--- src/logic/reporter_pkg.sv ---
// Constants, types and state encodings for the power-up serial reporter.
// Assumes a single 10 MHz clock and a synchronous power-on reset.
//
// Functional notes
// - Send characters at 1200 bits per second.
// - Frame: start, eight bits LSB first, stop.
// - Non-inverted levels: start low, idle/stop high.
// - Measure and report unprompted after power-up.
// - Line low while measuring, high within 100 ms.
// - After reading, start sending with normal start bit.
// - After response enter SDI-12 mode, stay there.
// - Response opens with a tab character.
// - Dielectric, temperature, conductivity as spaced ASCII.
// - Carriage return closes the measurement values.
// - Sensor type character, then checksum character.
// - Checksum covers tab through sensor type.
// - Checksum is sum modulo 64 plus 32.
// - Response ends with carriage return, line feed.
// - Non-zero stored address suppresses the response.
package reporter_pkg;

  // ----------------------------------------------------------------
  // Timing
  // ----------------------------------------------------------------
  localparam int CLK_HZ = 10_000_000;
  localparam int BAUD_BPS = 1200;
  // Nearest whole cycle; 8333 gives a rate error well under one percent
  localparam int BIT_CYCLES = (CLK_HZ + BAUD_BPS / 2) / BAUD_BPS;
  localparam int RAISE_TIME_MS = 100;
  // Longest time, so rounded down
  localparam int RAISE_CYCLES = (CLK_HZ / 1000) * RAISE_TIME_MS;
  localparam int FRAME_BITS = 10;
  localparam int DATA_BITS = 8;
  localparam int BIT_CNT_W = 14;
  localparam int RAISE_CNT_W = 20;

  // ----------------------------------------------------------------
  // Buffer shape
  // ----------------------------------------------------------------
  localparam int BUF_WIDTH = 8;
  localparam int BUF_DEPTH = 2;

  // ----------------------------------------------------------------
  // Characters
  // ----------------------------------------------------------------
  localparam logic [7:0] CHAR_TAB = 8'h09;
  localparam logic [7:0] CHAR_LF = 8'h0A;
  localparam logic [7:0] CHAR_CR = 8'h0D;
  localparam logic [7:0] CHAR_SPACE = 8'h20;
  localparam logic [7:0] CHAR_MINUS = 8'h2D;
  localparam logic [7:0] CHAR_DOT = 8'h2E;
  localparam logic [7:0] CHAR_ZERO = 8'h30;
  localparam logic [7:0] CHECK_OFFSET = 8'h20;
  localparam int CHECK_MOD = 64;
  localparam int CHECK_W = 6;
  // Arbitrary sensor type code
  localparam logic [7:0] SENSOR_TYPE_DEFAULT = 8'h74;
  localparam logic [7:0] ADDR_FACTORY = 8'h30;

  // ----------------------------------------------------------------
  // Response layout, one position per character slot
  // ----------------------------------------------------------------
  localparam logic [4:0] POS_TAB = 5'h00;
  localparam logic [4:0] POS_DIE_TENS = 5'h01;
  localparam logic [4:0] POS_DIE_ONES = 5'h02;
  localparam logic [4:0] POS_DIE_DOT = 5'h03;
  localparam logic [4:0] POS_DIE_TENTH = 5'h04;
  localparam logic [4:0] POS_SEP1 = 5'h05;
  localparam logic [4:0] POS_TMP_SIGN = 5'h06;
  localparam logic [4:0] POS_TMP_TENS = 5'h07;
  localparam logic [4:0] POS_TMP_ONES = 5'h08;
  localparam logic [4:0] POS_TMP_DOT = 5'h09;
  localparam logic [4:0] POS_TMP_TENTH = 5'h0A;
  localparam logic [4:0] POS_SEP2 = 5'h0B;
  localparam logic [4:0] POS_CND_4 = 5'h0C;
  localparam logic [4:0] POS_CND_0 = 5'h10;
  localparam logic [4:0] POS_CR1 = 5'h11;
  localparam logic [4:0] POS_TYPE = 5'h12;
  localparam logic [4:0] POS_CHECK = 5'h13;
  localparam logic [4:0] POS_CR2 = 5'h14;
  localparam logic [4:0] POS_LF = 5'h15;

  // ----------------------------------------------------------------
  // Types
  // ----------------------------------------------------------------
  typedef enum logic [2:0] {
    ST_LOW = 3'h0,
    ST_WAIT = 3'h1,
    ST_SEND = 3'h3,
    ST_DRAIN = 3'h2,
    ST_DONE = 3'h6
  } phase_t;

  typedef struct packed {
    logic [3:0] die_tens;
    logic [3:0] die_ones;
    logic [3:0] die_tenth;
    logic temp_neg;
    logic [3:0] temp_tens;
    logic [3:0] temp_ones;
    logic [3:0] temp_tenth;
    logic [4:0][3:0] cond;
  } meas_t;

endpackage

--- src/logic/char_buffer.sv ---
// Two-entry character buffer between the response generator and the line driver.
// Assumes both sides on the same clock; either side may stall at any time.
`timescale 1ns/1ps
module char_buffer #(
  parameter int WIDTH = reporter_pkg::BUF_WIDTH,
  parameter int DEPTH = reporter_pkg::BUF_DEPTH
) (
  input wire logic clk,
  input wire logic reset_n,
  input wire logic in_valid,
  output logic in_ready,
  input wire logic [WIDTH-1:0] in_data,
  output logic out_valid,
  input wire logic out_ready,
  output logic [WIDTH-1:0] out_data
);

  localparam int PTR_W = (DEPTH > 1) ? $clog2(DEPTH) : 1;

  logic [WIDTH-1:0] store [DEPTH];
  logic [PTR_W-1:0] wr_ptr;
  logic [PTR_W-1:0] rd_ptr;
  logic [PTR_W:0] count;
  logic do_push;
  logic do_pop;

  assign in_ready = (count != (PTR_W+1)'(DEPTH));
  assign out_valid = (count != '0);
  assign out_data = store[rd_ptr];
  assign do_push = in_valid && in_ready;
  assign do_pop = out_valid && out_ready;

  always_ff @(posedge clk) begin
    if (do_push) begin
      store[wr_ptr] <= in_data;
    end
  end

  always_ff @(posedge clk) begin
    if (!reset_n) begin
      wr_ptr <= '0;
      rd_ptr <= '0;
      count <= '0;
    end else begin
      if (do_push) begin
        wr_ptr <= (wr_ptr == PTR_W'(DEPTH - 1)) ? '0 : wr_ptr + 1'b1;
      end
      if (do_pop) begin
        rd_ptr <= (rd_ptr == PTR_W'(DEPTH - 1)) ? '0 : rd_ptr + 1'b1;
      end
      if (do_push && !do_pop) begin
        count <= count + 1'b1;
      end else if (do_pop && !do_push) begin
        count <= count - 1'b1;
      end
    end
  end

endmodule

--- src/logic/power_up_serial_reporter.sv ---
// Power-triggered one-shot serial reporter: measures, signals, sends one
// ASCII response unless a non-factory stored address suppresses it, then hands the line over to SDI-12 mode.
// Assumes measurement front end and address store on the same clock,
// and that power cycling drives reset_n.
`timescale 1ns/1ps
module power_up_serial_reporter #(
  parameter int BIT_CYCLES = reporter_pkg::BIT_CYCLES,
  parameter int RAISE_CYCLES = reporter_pkg::RAISE_CYCLES,
  parameter logic [7:0] SENSOR_TYPE = reporter_pkg::SENSOR_TYPE_DEFAULT,
  parameter bit NEWER_FIRMWARE = 1'b1
) (
  input wire logic clk,
  input wire logic reset_n,
  input wire logic [7:0] stored_addr,
  input wire logic meas_done,
  input wire reporter_pkg::meas_t meas_data,
  output logic meas_req,
  output logic data_out,
  output logic data_oe_n,
  output logic sdi12_mode
);

  reporter_pkg::phase_t phase;
  reporter_pkg::meas_t meas;
  logic have_data;
  logic [reporter_pkg::RAISE_CNT_W-1:0] raise_cnt;
  logic [4:0] pos;
  logic [reporter_pkg::CHECK_W-1:0] sum;
  logic [7:0] gen_char;
  logic gen_skip;
  logic gen_valid;
  logic push;
  logic advance;
  logic skip_resp;
  logic [4:0] lead_zero;
  logic buf_in_ready;
  logic buf_out_valid;
  logic [7:0] buf_out_data;
  logic tx_ready;
  logic tx_busy;
  logic [reporter_pkg::FRAME_BITS-1:0] shift;
  logic [3:0] bit_idx;
  logic [reporter_pkg::BIT_CNT_W-1:0] bit_cnt;

  // ----------------------------------------------------------------
  // Phase sequencing
  // ----------------------------------------------------------------
  assign skip_resp = NEWER_FIRMWARE && (stored_addr != reporter_pkg::ADDR_FACTORY);

  always_ff @(posedge clk) begin
    if (!reset_n) begin
      phase <= reporter_pkg::ST_LOW;
    end else begin
      case (phase)
        reporter_pkg::ST_LOW: begin
          // Two less than the count, as the phase and line registers each add a cycle before the pin rises
          if (raise_cnt == reporter_pkg::RAISE_CNT_W'(RAISE_CYCLES - 2)) begin
            phase <= reporter_pkg::ST_WAIT;
          end
        end
        reporter_pkg::ST_WAIT: begin
          if (skip_resp) begin
            phase <= reporter_pkg::ST_DONE;
          end else if (have_data) begin
            phase <= reporter_pkg::ST_SEND;
          end
        end
        reporter_pkg::ST_SEND: begin
          if (push && pos == reporter_pkg::POS_LF) begin
            phase <= reporter_pkg::ST_DRAIN;
          end
        end
        reporter_pkg::ST_DRAIN: begin
          if (!buf_out_valid && !tx_busy) begin
            phase <= reporter_pkg::ST_DONE;
          end
        end
        reporter_pkg::ST_DONE: begin
          phase <= reporter_pkg::ST_DONE;
        end
        default: begin
          phase <= reporter_pkg::ST_LOW;
        end
      endcase
    end
  end

  // Raising early is safe; only the deadline matters
  always_ff @(posedge clk) begin
    if (!reset_n) begin
      raise_cnt <= '0;
    end else if (phase == reporter_pkg::ST_LOW) begin
      raise_cnt <= raise_cnt + 1'b1;
    end
  end

  // ----------------------------------------------------------------
  // Measurement capture, one reading per power cycle
  // ----------------------------------------------------------------
  always_ff @(posedge clk) begin
    if (!reset_n) begin
      meas_req <= 1'b1;
      have_data <= 1'b0;
      meas <= '0;
    end else if (meas_done && !have_data) begin
      meas_req <= 1'b0;
      have_data <= 1'b1;
      meas <= meas_data;
    end
  end

  // ----------------------------------------------------------------
  // Response generator
  // ----------------------------------------------------------------
  // Conductivity digits from the top down that are still leading zeros
  assign lead_zero[4] = (meas.cond[4] == 4'h0);
  genvar gi;
  generate
    for (gi = 0; gi < 4; gi++) begin : g_lead
      assign lead_zero[gi] = lead_zero[gi+1] && (meas.cond[gi] == 4'h0);
    end
  endgenerate

  always_comb begin
    gen_char = reporter_pkg::CHAR_SPACE;
    gen_skip = 1'b0;
    case (pos)
      reporter_pkg::POS_TAB: gen_char = reporter_pkg::CHAR_TAB;
      reporter_pkg::POS_DIE_TENS: begin
        gen_char = reporter_pkg::CHAR_ZERO + {4'h0, meas.die_tens};
        gen_skip = (meas.die_tens == 4'h0);
      end
      reporter_pkg::POS_DIE_ONES: gen_char = reporter_pkg::CHAR_ZERO + {4'h0, meas.die_ones};
      reporter_pkg::POS_DIE_DOT: gen_char = reporter_pkg::CHAR_DOT;
      reporter_pkg::POS_DIE_TENTH: gen_char = reporter_pkg::CHAR_ZERO + {4'h0, meas.die_tenth};
      reporter_pkg::POS_SEP1: gen_char = reporter_pkg::CHAR_SPACE;
      reporter_pkg::POS_TMP_SIGN: begin
        gen_char = reporter_pkg::CHAR_MINUS;
        gen_skip = !meas.temp_neg;
      end
      reporter_pkg::POS_TMP_TENS: begin
        gen_char = reporter_pkg::CHAR_ZERO + {4'h0, meas.temp_tens};
        gen_skip = (meas.temp_tens == 4'h0);
      end
      reporter_pkg::POS_TMP_ONES: gen_char = reporter_pkg::CHAR_ZERO + {4'h0, meas.temp_ones};
      reporter_pkg::POS_TMP_DOT: gen_char = reporter_pkg::CHAR_DOT;
      reporter_pkg::POS_TMP_TENTH: gen_char = reporter_pkg::CHAR_ZERO + {4'h0, meas.temp_tenth};
      reporter_pkg::POS_SEP2: gen_char = reporter_pkg::CHAR_SPACE;
      reporter_pkg::POS_CR1: gen_char = reporter_pkg::CHAR_CR;
      reporter_pkg::POS_TYPE: gen_char = SENSOR_TYPE;
      reporter_pkg::POS_CHECK: gen_char = {2'b00, sum} + reporter_pkg::CHECK_OFFSET;
      reporter_pkg::POS_CR2: gen_char = reporter_pkg::CHAR_CR;
      reporter_pkg::POS_LF: gen_char = reporter_pkg::CHAR_LF;
      default: begin
        if (pos >= reporter_pkg::POS_CND_4 && pos <= reporter_pkg::POS_CND_0) begin
          gen_char = reporter_pkg::CHAR_ZERO + {4'h0, meas.cond[3'(reporter_pkg::POS_CND_0 - pos)]};
          // Last digit always sent so a zero reading still shows
          gen_skip = (pos != reporter_pkg::POS_CND_0) && lead_zero[3'(reporter_pkg::POS_CND_0 - pos)];
        end
      end
    endcase
  end

  assign gen_valid = (phase == reporter_pkg::ST_SEND) && !gen_skip;
  assign push = gen_valid && buf_in_ready;
  assign advance = (phase == reporter_pkg::ST_SEND) && (gen_skip || buf_in_ready);

  always_ff @(posedge clk) begin
    if (!reset_n) begin
      pos <= reporter_pkg::POS_TAB;
    end else if (advance && pos != reporter_pkg::POS_LF) begin
      pos <= pos + 1'b1;
    end
  end

  // Six-bit wrap gives the modulo for free
  always_ff @(posedge clk) begin
    if (!reset_n) begin
      sum <= '0;
    end else if (push && pos <= reporter_pkg::POS_TYPE) begin
      sum <= sum + gen_char[reporter_pkg::CHECK_W-1:0];
    end
  end

  char_buffer u_buf (
    .clk(clk),
    .reset_n(reset_n),
    .in_valid(gen_valid),
    .in_ready(buf_in_ready),
    .in_data(gen_char),
    .out_valid(buf_out_valid),
    .out_ready(tx_ready),
    .out_data(buf_out_data)
  );

  // ----------------------------------------------------------------
  // Line driver
  // ----------------------------------------------------------------
  assign tx_ready = !tx_busy && (phase == reporter_pkg::ST_SEND || phase == reporter_pkg::ST_DRAIN);

  always_ff @(posedge clk) begin
    if (!reset_n) begin
      tx_busy <= 1'b0;
      shift <= '1;
      bit_idx <= '0;
      bit_cnt <= '0;
    end else if (!tx_busy) begin
      if (buf_out_valid && tx_ready) begin
        tx_busy <= 1'b1;
        shift <= {1'b1, buf_out_data, 1'b0};
        bit_idx <= '0;
        bit_cnt <= '0;
      end
    end else if (bit_cnt == reporter_pkg::BIT_CNT_W'(BIT_CYCLES - 1)) begin
      bit_cnt <= '0;
      shift <= {1'b1, shift[reporter_pkg::FRAME_BITS-1:1]};
      if (bit_idx == 4'(reporter_pkg::FRAME_BITS - 1)) begin
        tx_busy <= 1'b0;
      end else begin
        bit_idx <= bit_idx + 1'b1;
      end
    end else begin
      bit_cnt <= bit_cnt + 1'b1;
    end
  end

  always_ff @(posedge clk) begin
    if (!reset_n) begin
      data_out <= 1'b0;
      data_oe_n <= 1'b0;
      sdi12_mode <= 1'b0;
    end else begin
      case (phase)
        reporter_pkg::ST_LOW: data_out <= 1'b0;
        reporter_pkg::ST_SEND, reporter_pkg::ST_DRAIN: data_out <= tx_busy ? shift[0] : 1'b1;
        default: data_out <= 1'b1;
      endcase
      // Line released to the SDI-12 side once the response is out or skipped
      data_oe_n <= (phase == reporter_pkg::ST_DONE);
      sdi12_mode <= (phase == reporter_pkg::ST_DONE);
    end
  end

  logic [7:0] frame_byte;
  logic first_pushed;
  logic [11:0] chk_ref;
  logic [4:0] prev_push_pos;

  always_ff @(posedge clk) begin
    if (!reset_n) begin
      frame_byte <= '0;
      first_pushed <= 1'b0;
      chk_ref <= '0;
      prev_push_pos <= '0;
    end else begin
      if (!tx_busy && buf_out_valid && tx_ready) begin
        frame_byte <= buf_out_data;
      end
      if (push) begin
        first_pushed <= 1'b1;
        prev_push_pos <= pos;
      end
      if (push && pos <= reporter_pkg::POS_TYPE) begin
        chk_ref <= chk_ref + {4'h0, gen_char};
      end
    end
  end
endmodule

--- config.mk ---
export PLATFORM = sky130hd
export DESIGN_NAME = power_up_serial_reporter
export DESIGN_NICKNAME = d
export VERILOG_FILES = /design/src/logic/reporter_pkg.sv /design/src/logic/char_buffer.sv /design/src/logic/power_up_serial_reporter.sv
export SDC_FILE = /design/constraint.sdc
export NUM_CORES = 1
export LEC_CHECK = 0
export BUFFER_PORTS_ARGS = -buffer_cell sky130_fd_sc_hd__buf_2
export CAP_MARGIN = 20
export CORE_MARGIN = 2
export CORE_UTILIZATION = 41
export DETAILED_ROUTE_END_ITERATION = 6
export GPL_TIMING_DRIVEN = 0
export PLACE_DENSITY_LB_ADDON = 0.05
export SYNTH_ARGS = -nofsm -noshare
export SYNTH_HDL_FRONTEND = slang
export SYNTH_SLANG_ARGS = --single-unit
--- constraint.sdc ---
create_clock -name clk -period 4.2 [get_ports clk]
set_clock_uncertainty 0.1 [all_clocks]
set_input_delay 0.84 -clock clk [delete_from_list [all_inputs] [get_ports clk]]
set_output_delay 0.84 -clock clk [all_outputs]
set_load 0.03 [all_outputs]
==> results.ini <==
[synthesis]
syn_avg_cell_area_sq_um = 8.62
async_flop_share = 0
syn_nets = 844
synthCells = 771
number_of_distinct_standard_cells_referenced_by_the_synthesized_netlist = 68
yosys_warnings = 0
synth.yosys.seq_area_share = 0.413
mappedNetlistArea_sq_um = 6640
synth_enable_flop_cells = 14
ys.flop_type = sky130_fd_sc_hd__dfxtp_1
flip_flop_and_latch_count_after_synthesis = 130

[power]
p_leak_nw = 2.93
ir_drop_worst_case_vdd_uv = 296
sum_of_internal_switching_and_leakage_power_w = 0.00290
cell_area_power_density_nw_per_um2 = 371

[timing]
timing.final.crit_share = 0.941
slew-limit-headroom = 0.441
timing.fmax_mhz = 253
timing.hold.ws_ps = 351
setup-tns-final_ps = 0
setup_repair_after_global_routing_missed_its_margin = no
timing.final.hold_violations = 0
max_slew.worst_pin.slew_ps = 832
final.min_clock_period_ps = 3950
maxSlewViolCount = 0
setup_violations = 0

[routing]
routed_wl_mm = 16.8
remaining_drc_errors = 0
antenna_violating_nets_post_route = 0
route.vias.total = 5708
post_drt_wl_per_cell_microns = 15.6
post_drt_via_cell_ratio = 5.30
initialDrtViolationCount = 288
drt_pre_antenna_iters = 4

[die]
floorplan.initialDensity = 0.418
placementRows = 46
io_pins = 60
coreArea_sq_um = 15900
die_height_microns = 131
die_w_microns = 131
total_die_area_sq_um = 17200

[final_layout]
fillCellCount = 1578
fin_cells = 1077
finalNetCount = 921
insertedDiodeCount = 0
synthToLayoutAreaGrowth_pct = 17.7
drive_gt1_frac = 0.135

[worst_hold_path]
min_delay_worst_endpoint = meas_req
worstHoldPathType = register to register
cells_on_worst_hold_path = 2
hp-start = meas_req

[grt]
antenna_found_initial = 0
first_pass_grt_wire_length_mm = 28.2
via_count_of_the_first_global_routing_pass = 5699
globalRouteTotalUtil = 0.203
globalRoute.totalOverflow = 0
grt_start_max_net_pins = 17

[clock_network]
clock_latency_ps = 430
tritoncts_clock_tree = yes
cts_post_setup_buffers_inserted = 0
htree_num_levels = 4
cts_max_path_buffers = 2
tritoncts.num_buffers = 17
clkTransAtPathRegs_ps = 70
cts.root.buffer_cell = sky130_fd_sc_hd__clkbuf_16
clock_sinks = 130

[critical_path]
worst_ep_arrival_time_ps = 4220
worst_setup_path_start_kind = register
regToRegSetupSlack_ps = 250
crit_type = register to register
worst-path-max-fanout = 10
critical_path.endpoint_type = register
worstReg2RegEnd = sum[4]
worst-r2r-cell-count = 15
cp.required_ps = 4470
r2r_start = pos[4]

[flow_run]
cap_viol_max_count = 0

[placed_design]
dp_hpwl_mm = 12.5
finalWeightedCongestion = 0.887
port_buffers = 58
dp_cells = 1045

[run_status]
run_status = finished clean

cells in the mapped netlist (3+ instances only):
cell type                    n  area share
sky130_fd_sc_hd__a31oi_1     3      0.0028
sky130_fd_sc_hd__clkbuf_1   34       0.019
sky130_fd_sc_hd__a22oi_1     4      0.0045
sky130_fd_sc_hd__nand4_1    11       0.010
sky130_fd_sc_hd__nor3_1     17       0.013
sky130_fd_sc_hd__and3_1      3      0.0028
sky130_fd_sc_hd__buf_2       4      0.0030
sky130_fd_sc_hd__xor2_1      8       0.011
sky130_fd_sc_hd__o21ai_0    26       0.020
sky130_fd_sc_hd__or3_1       6      0.0057
sky130_fd_sc_hd__edfxtp_1   14       0.063
sky130_fd_sc_hd__nand3b_1    3      0.0034
sky130_fd_sc_hd__a211oi_1    3      0.0034
sky130_fd_sc_hd__nor4_1     16       0.015
sky130_fd_sc_hd__inv_1      16      0.0090
sky130_fd_sc_hd__nand4b_1    3      0.0040
sky130_fd_sc_hd__nor4b_1     3      0.0040
sky130_fd_sc_hd__buf_4       3      0.0034
sky130_fd_sc_hd__o211a_1     6      0.0090
sky130_fd_sc_hd__nor3b_1     3      0.0034
sky130_fd_sc_hd__nor2_1     39       0.022
sky130_fd_sc_hd__mux4_2      4       0.014
sky130_fd_sc_hd__o21a_1      9       0.010
sky130_fd_sc_hd__and2_1     24       0.023
sky130_fd_sc_hd__nand3_1    30       0.023
sky130_fd_sc_hd__mux2i_1    19       0.029
sky130_fd_sc_hd__xnor2_1    21       0.028
sky130_fd_sc_hd__a21oi_1    33       0.025
sky130_fd_sc_hd__a21o_1      3      0.0034
sky130_fd_sc_hd__dfxtp_1   116        0.35
sky130_fd_sc_hd__a21boi_0   50       0.056
sky130_fd_sc_hd__ha_1       16       0.030
sky130_fd_sc_hd__nand2b_1   11       0.010
sky130_fd_sc_hd__o211ai_1   12       0.014
sky130_fd_sc_hd__nand2_1   141       0.080
sky130_fd_sc_hd__nor2b_1    16       0.015
sky130_fd_sc_hd__buf_1       5      0.0028
state kept, by name, summed over array words and instances, names as in the netlist, named ones only:
register / count
sum: 6
raise_cnt: 20
meas_req: 1
u_buf.rd_ptr: 1
u_buf.count: 2
bit_idx: 4
bit_cnt: 14
u_buf.store: 14
phase: 2
sdi12_mode: 1
have_data: 1
data_out: 1
shift: 9
meas: 45
tx_busy: 1
pos: 5
u_buf.wr_ptr: 1
repair_timing:
| item | 4_1_cts | 5_1_grt |
|---|---|---|
| hold buffers | 0 | 0 |
| gates resized for setup | 1 | 8 |
| pin swaps | 0 | 0 |
| cloned | 0 | 0 |
| setup endpoints to repair | 1 | 2 |
cell families after synthesis:
logic type | after synthesis | synth area share
simple gates | 337 | 0.251
xor+xnor | 30 | 0.0424
fa+ha+maj | 17 | 0.0331
mux | 24 | 0.0439
flops | 130 | 0.413
buf+inv | 62 | 0.0375
compound gates | 171 | 0.180
through the flow:
step | worst slack, ps | utilization | area, sq um
after global placement | -102 | 0.454 | 7200
after CTS | 19.7 | 0.491 | 7800
after floorplan | 616 | - | 6640
after detailed placement | -159 | 0.454 | 7210
after global routing | 23.4 | 0.492 | 7820
final | 247 | 0.492 | 7820
critical path, cell delays in order, from the launching register on:
cell and delay (ps):
sky130_fd_sc_hd__dfxtp_1 390, sky130_fd_sc_hd__clkbuf_1 340, sky130_fd_sc_hd__buf_1 570, sky130_fd_sc_hd__mux2i_1 260, sky130_fd_sc_hd__nor2_1 80, sky130_fd_sc_hd__nor2_1 130, sky130_fd_sc_hd__o21ai_0 130, sky130_fd_sc_hd__a211oi_1 280
sky130_fd_sc_hd__o21ai_1 200, sky130_fd_sc_hd__ha_1 270, sky130_fd_sc_hd__fa_1 410, sky130_fd_sc_hd__a21o_1 190, sky130_fd_sc_hd__a21oi_1 190, sky130_fd_sc_hd__xnor2_1 140, sky130_fd_sc_hd__mux2i_1 80, sky130_fd_sc_hd__nor2b_1 130
layer usage:
metal	GRT usage	up-vias	part of all wire
met4	0.0924	0	0.027
met2	0.346	119	0.49
met5	0	-	0
li1	-	2876	-
met1	0.243	2670	0.46
met3	0.0455	43	0.029
cell type report:
class,count,area (sq um),area share
Multi-Input combinational cell,579,3680,0.470
Sequential cell,130,2750,0.351
Clock buffer,17,425,0.0544
Timing Repair Buffer,58,290,0.0371
Tap cell,216,270,0.0346
Buffer,46,195,0.0250
Clock inverter,15,158,0.0202
Inverter,16,60.1,0.00768
placed cells by master (no fill, tap or decap), types with 24 or more instances in the layout:
| master | netlist | final |
|---|---|---|
| sky130_fd_sc_hd__a21boi_0 | 50 | 50 |
| sky130_fd_sc_hd__a21oi_1 | 33 | 33 |
| sky130_fd_sc_hd__and2_1 | 24 | 24 |
| sky130_fd_sc_hd__buf_2 | 4 | 61 |
| sky130_fd_sc_hd__clkbuf_1 | 34 | 34 |
| sky130_fd_sc_hd__dfxtp_1 | 116 | 114 |
| sky130_fd_sc_hd__nand2_1 | 141 | 141 |
| sky130_fd_sc_hd__nand3_1 | 30 | 30 |
| sky130_fd_sc_hd__nor2_1 | 39 | 39 |
| sky130_fd_sc_hd__o21ai_0 | 26 | 24 |
worst max-delay path by stage:
| stage | to | cells after the start | slack (ps) | from |
|---|---|---|---|---|
| 6_report | sum[4] | 15 | 250 | pos[4] |
| 5_1_grt | sum[5] | 17 | 20 | pos[0] |
| 4_1_cts | sum[5] | 17 | 20 | pos[0] |
| 3_5_place_dp | sum[5] | 17 | -160 | pos[0] |
| 3_3_place_gp | sum[5] | 17 | -100 | pos[0] |
| 2_1_floorplan | sum[5] | 17 | 620 | pos[0] |
report_power, final:
part / internal, W / total, W / switching, W
clock network: 0.000876 / 0.00146 / 0.000587
logic: 0.0000582 / 0.000136 / 0.0000781
registers: 0.00128 / 0.00130 / 0.0000227
total: 0.00222 / 0.00290 / 0.000688
(Power assumes the default switching activity.)
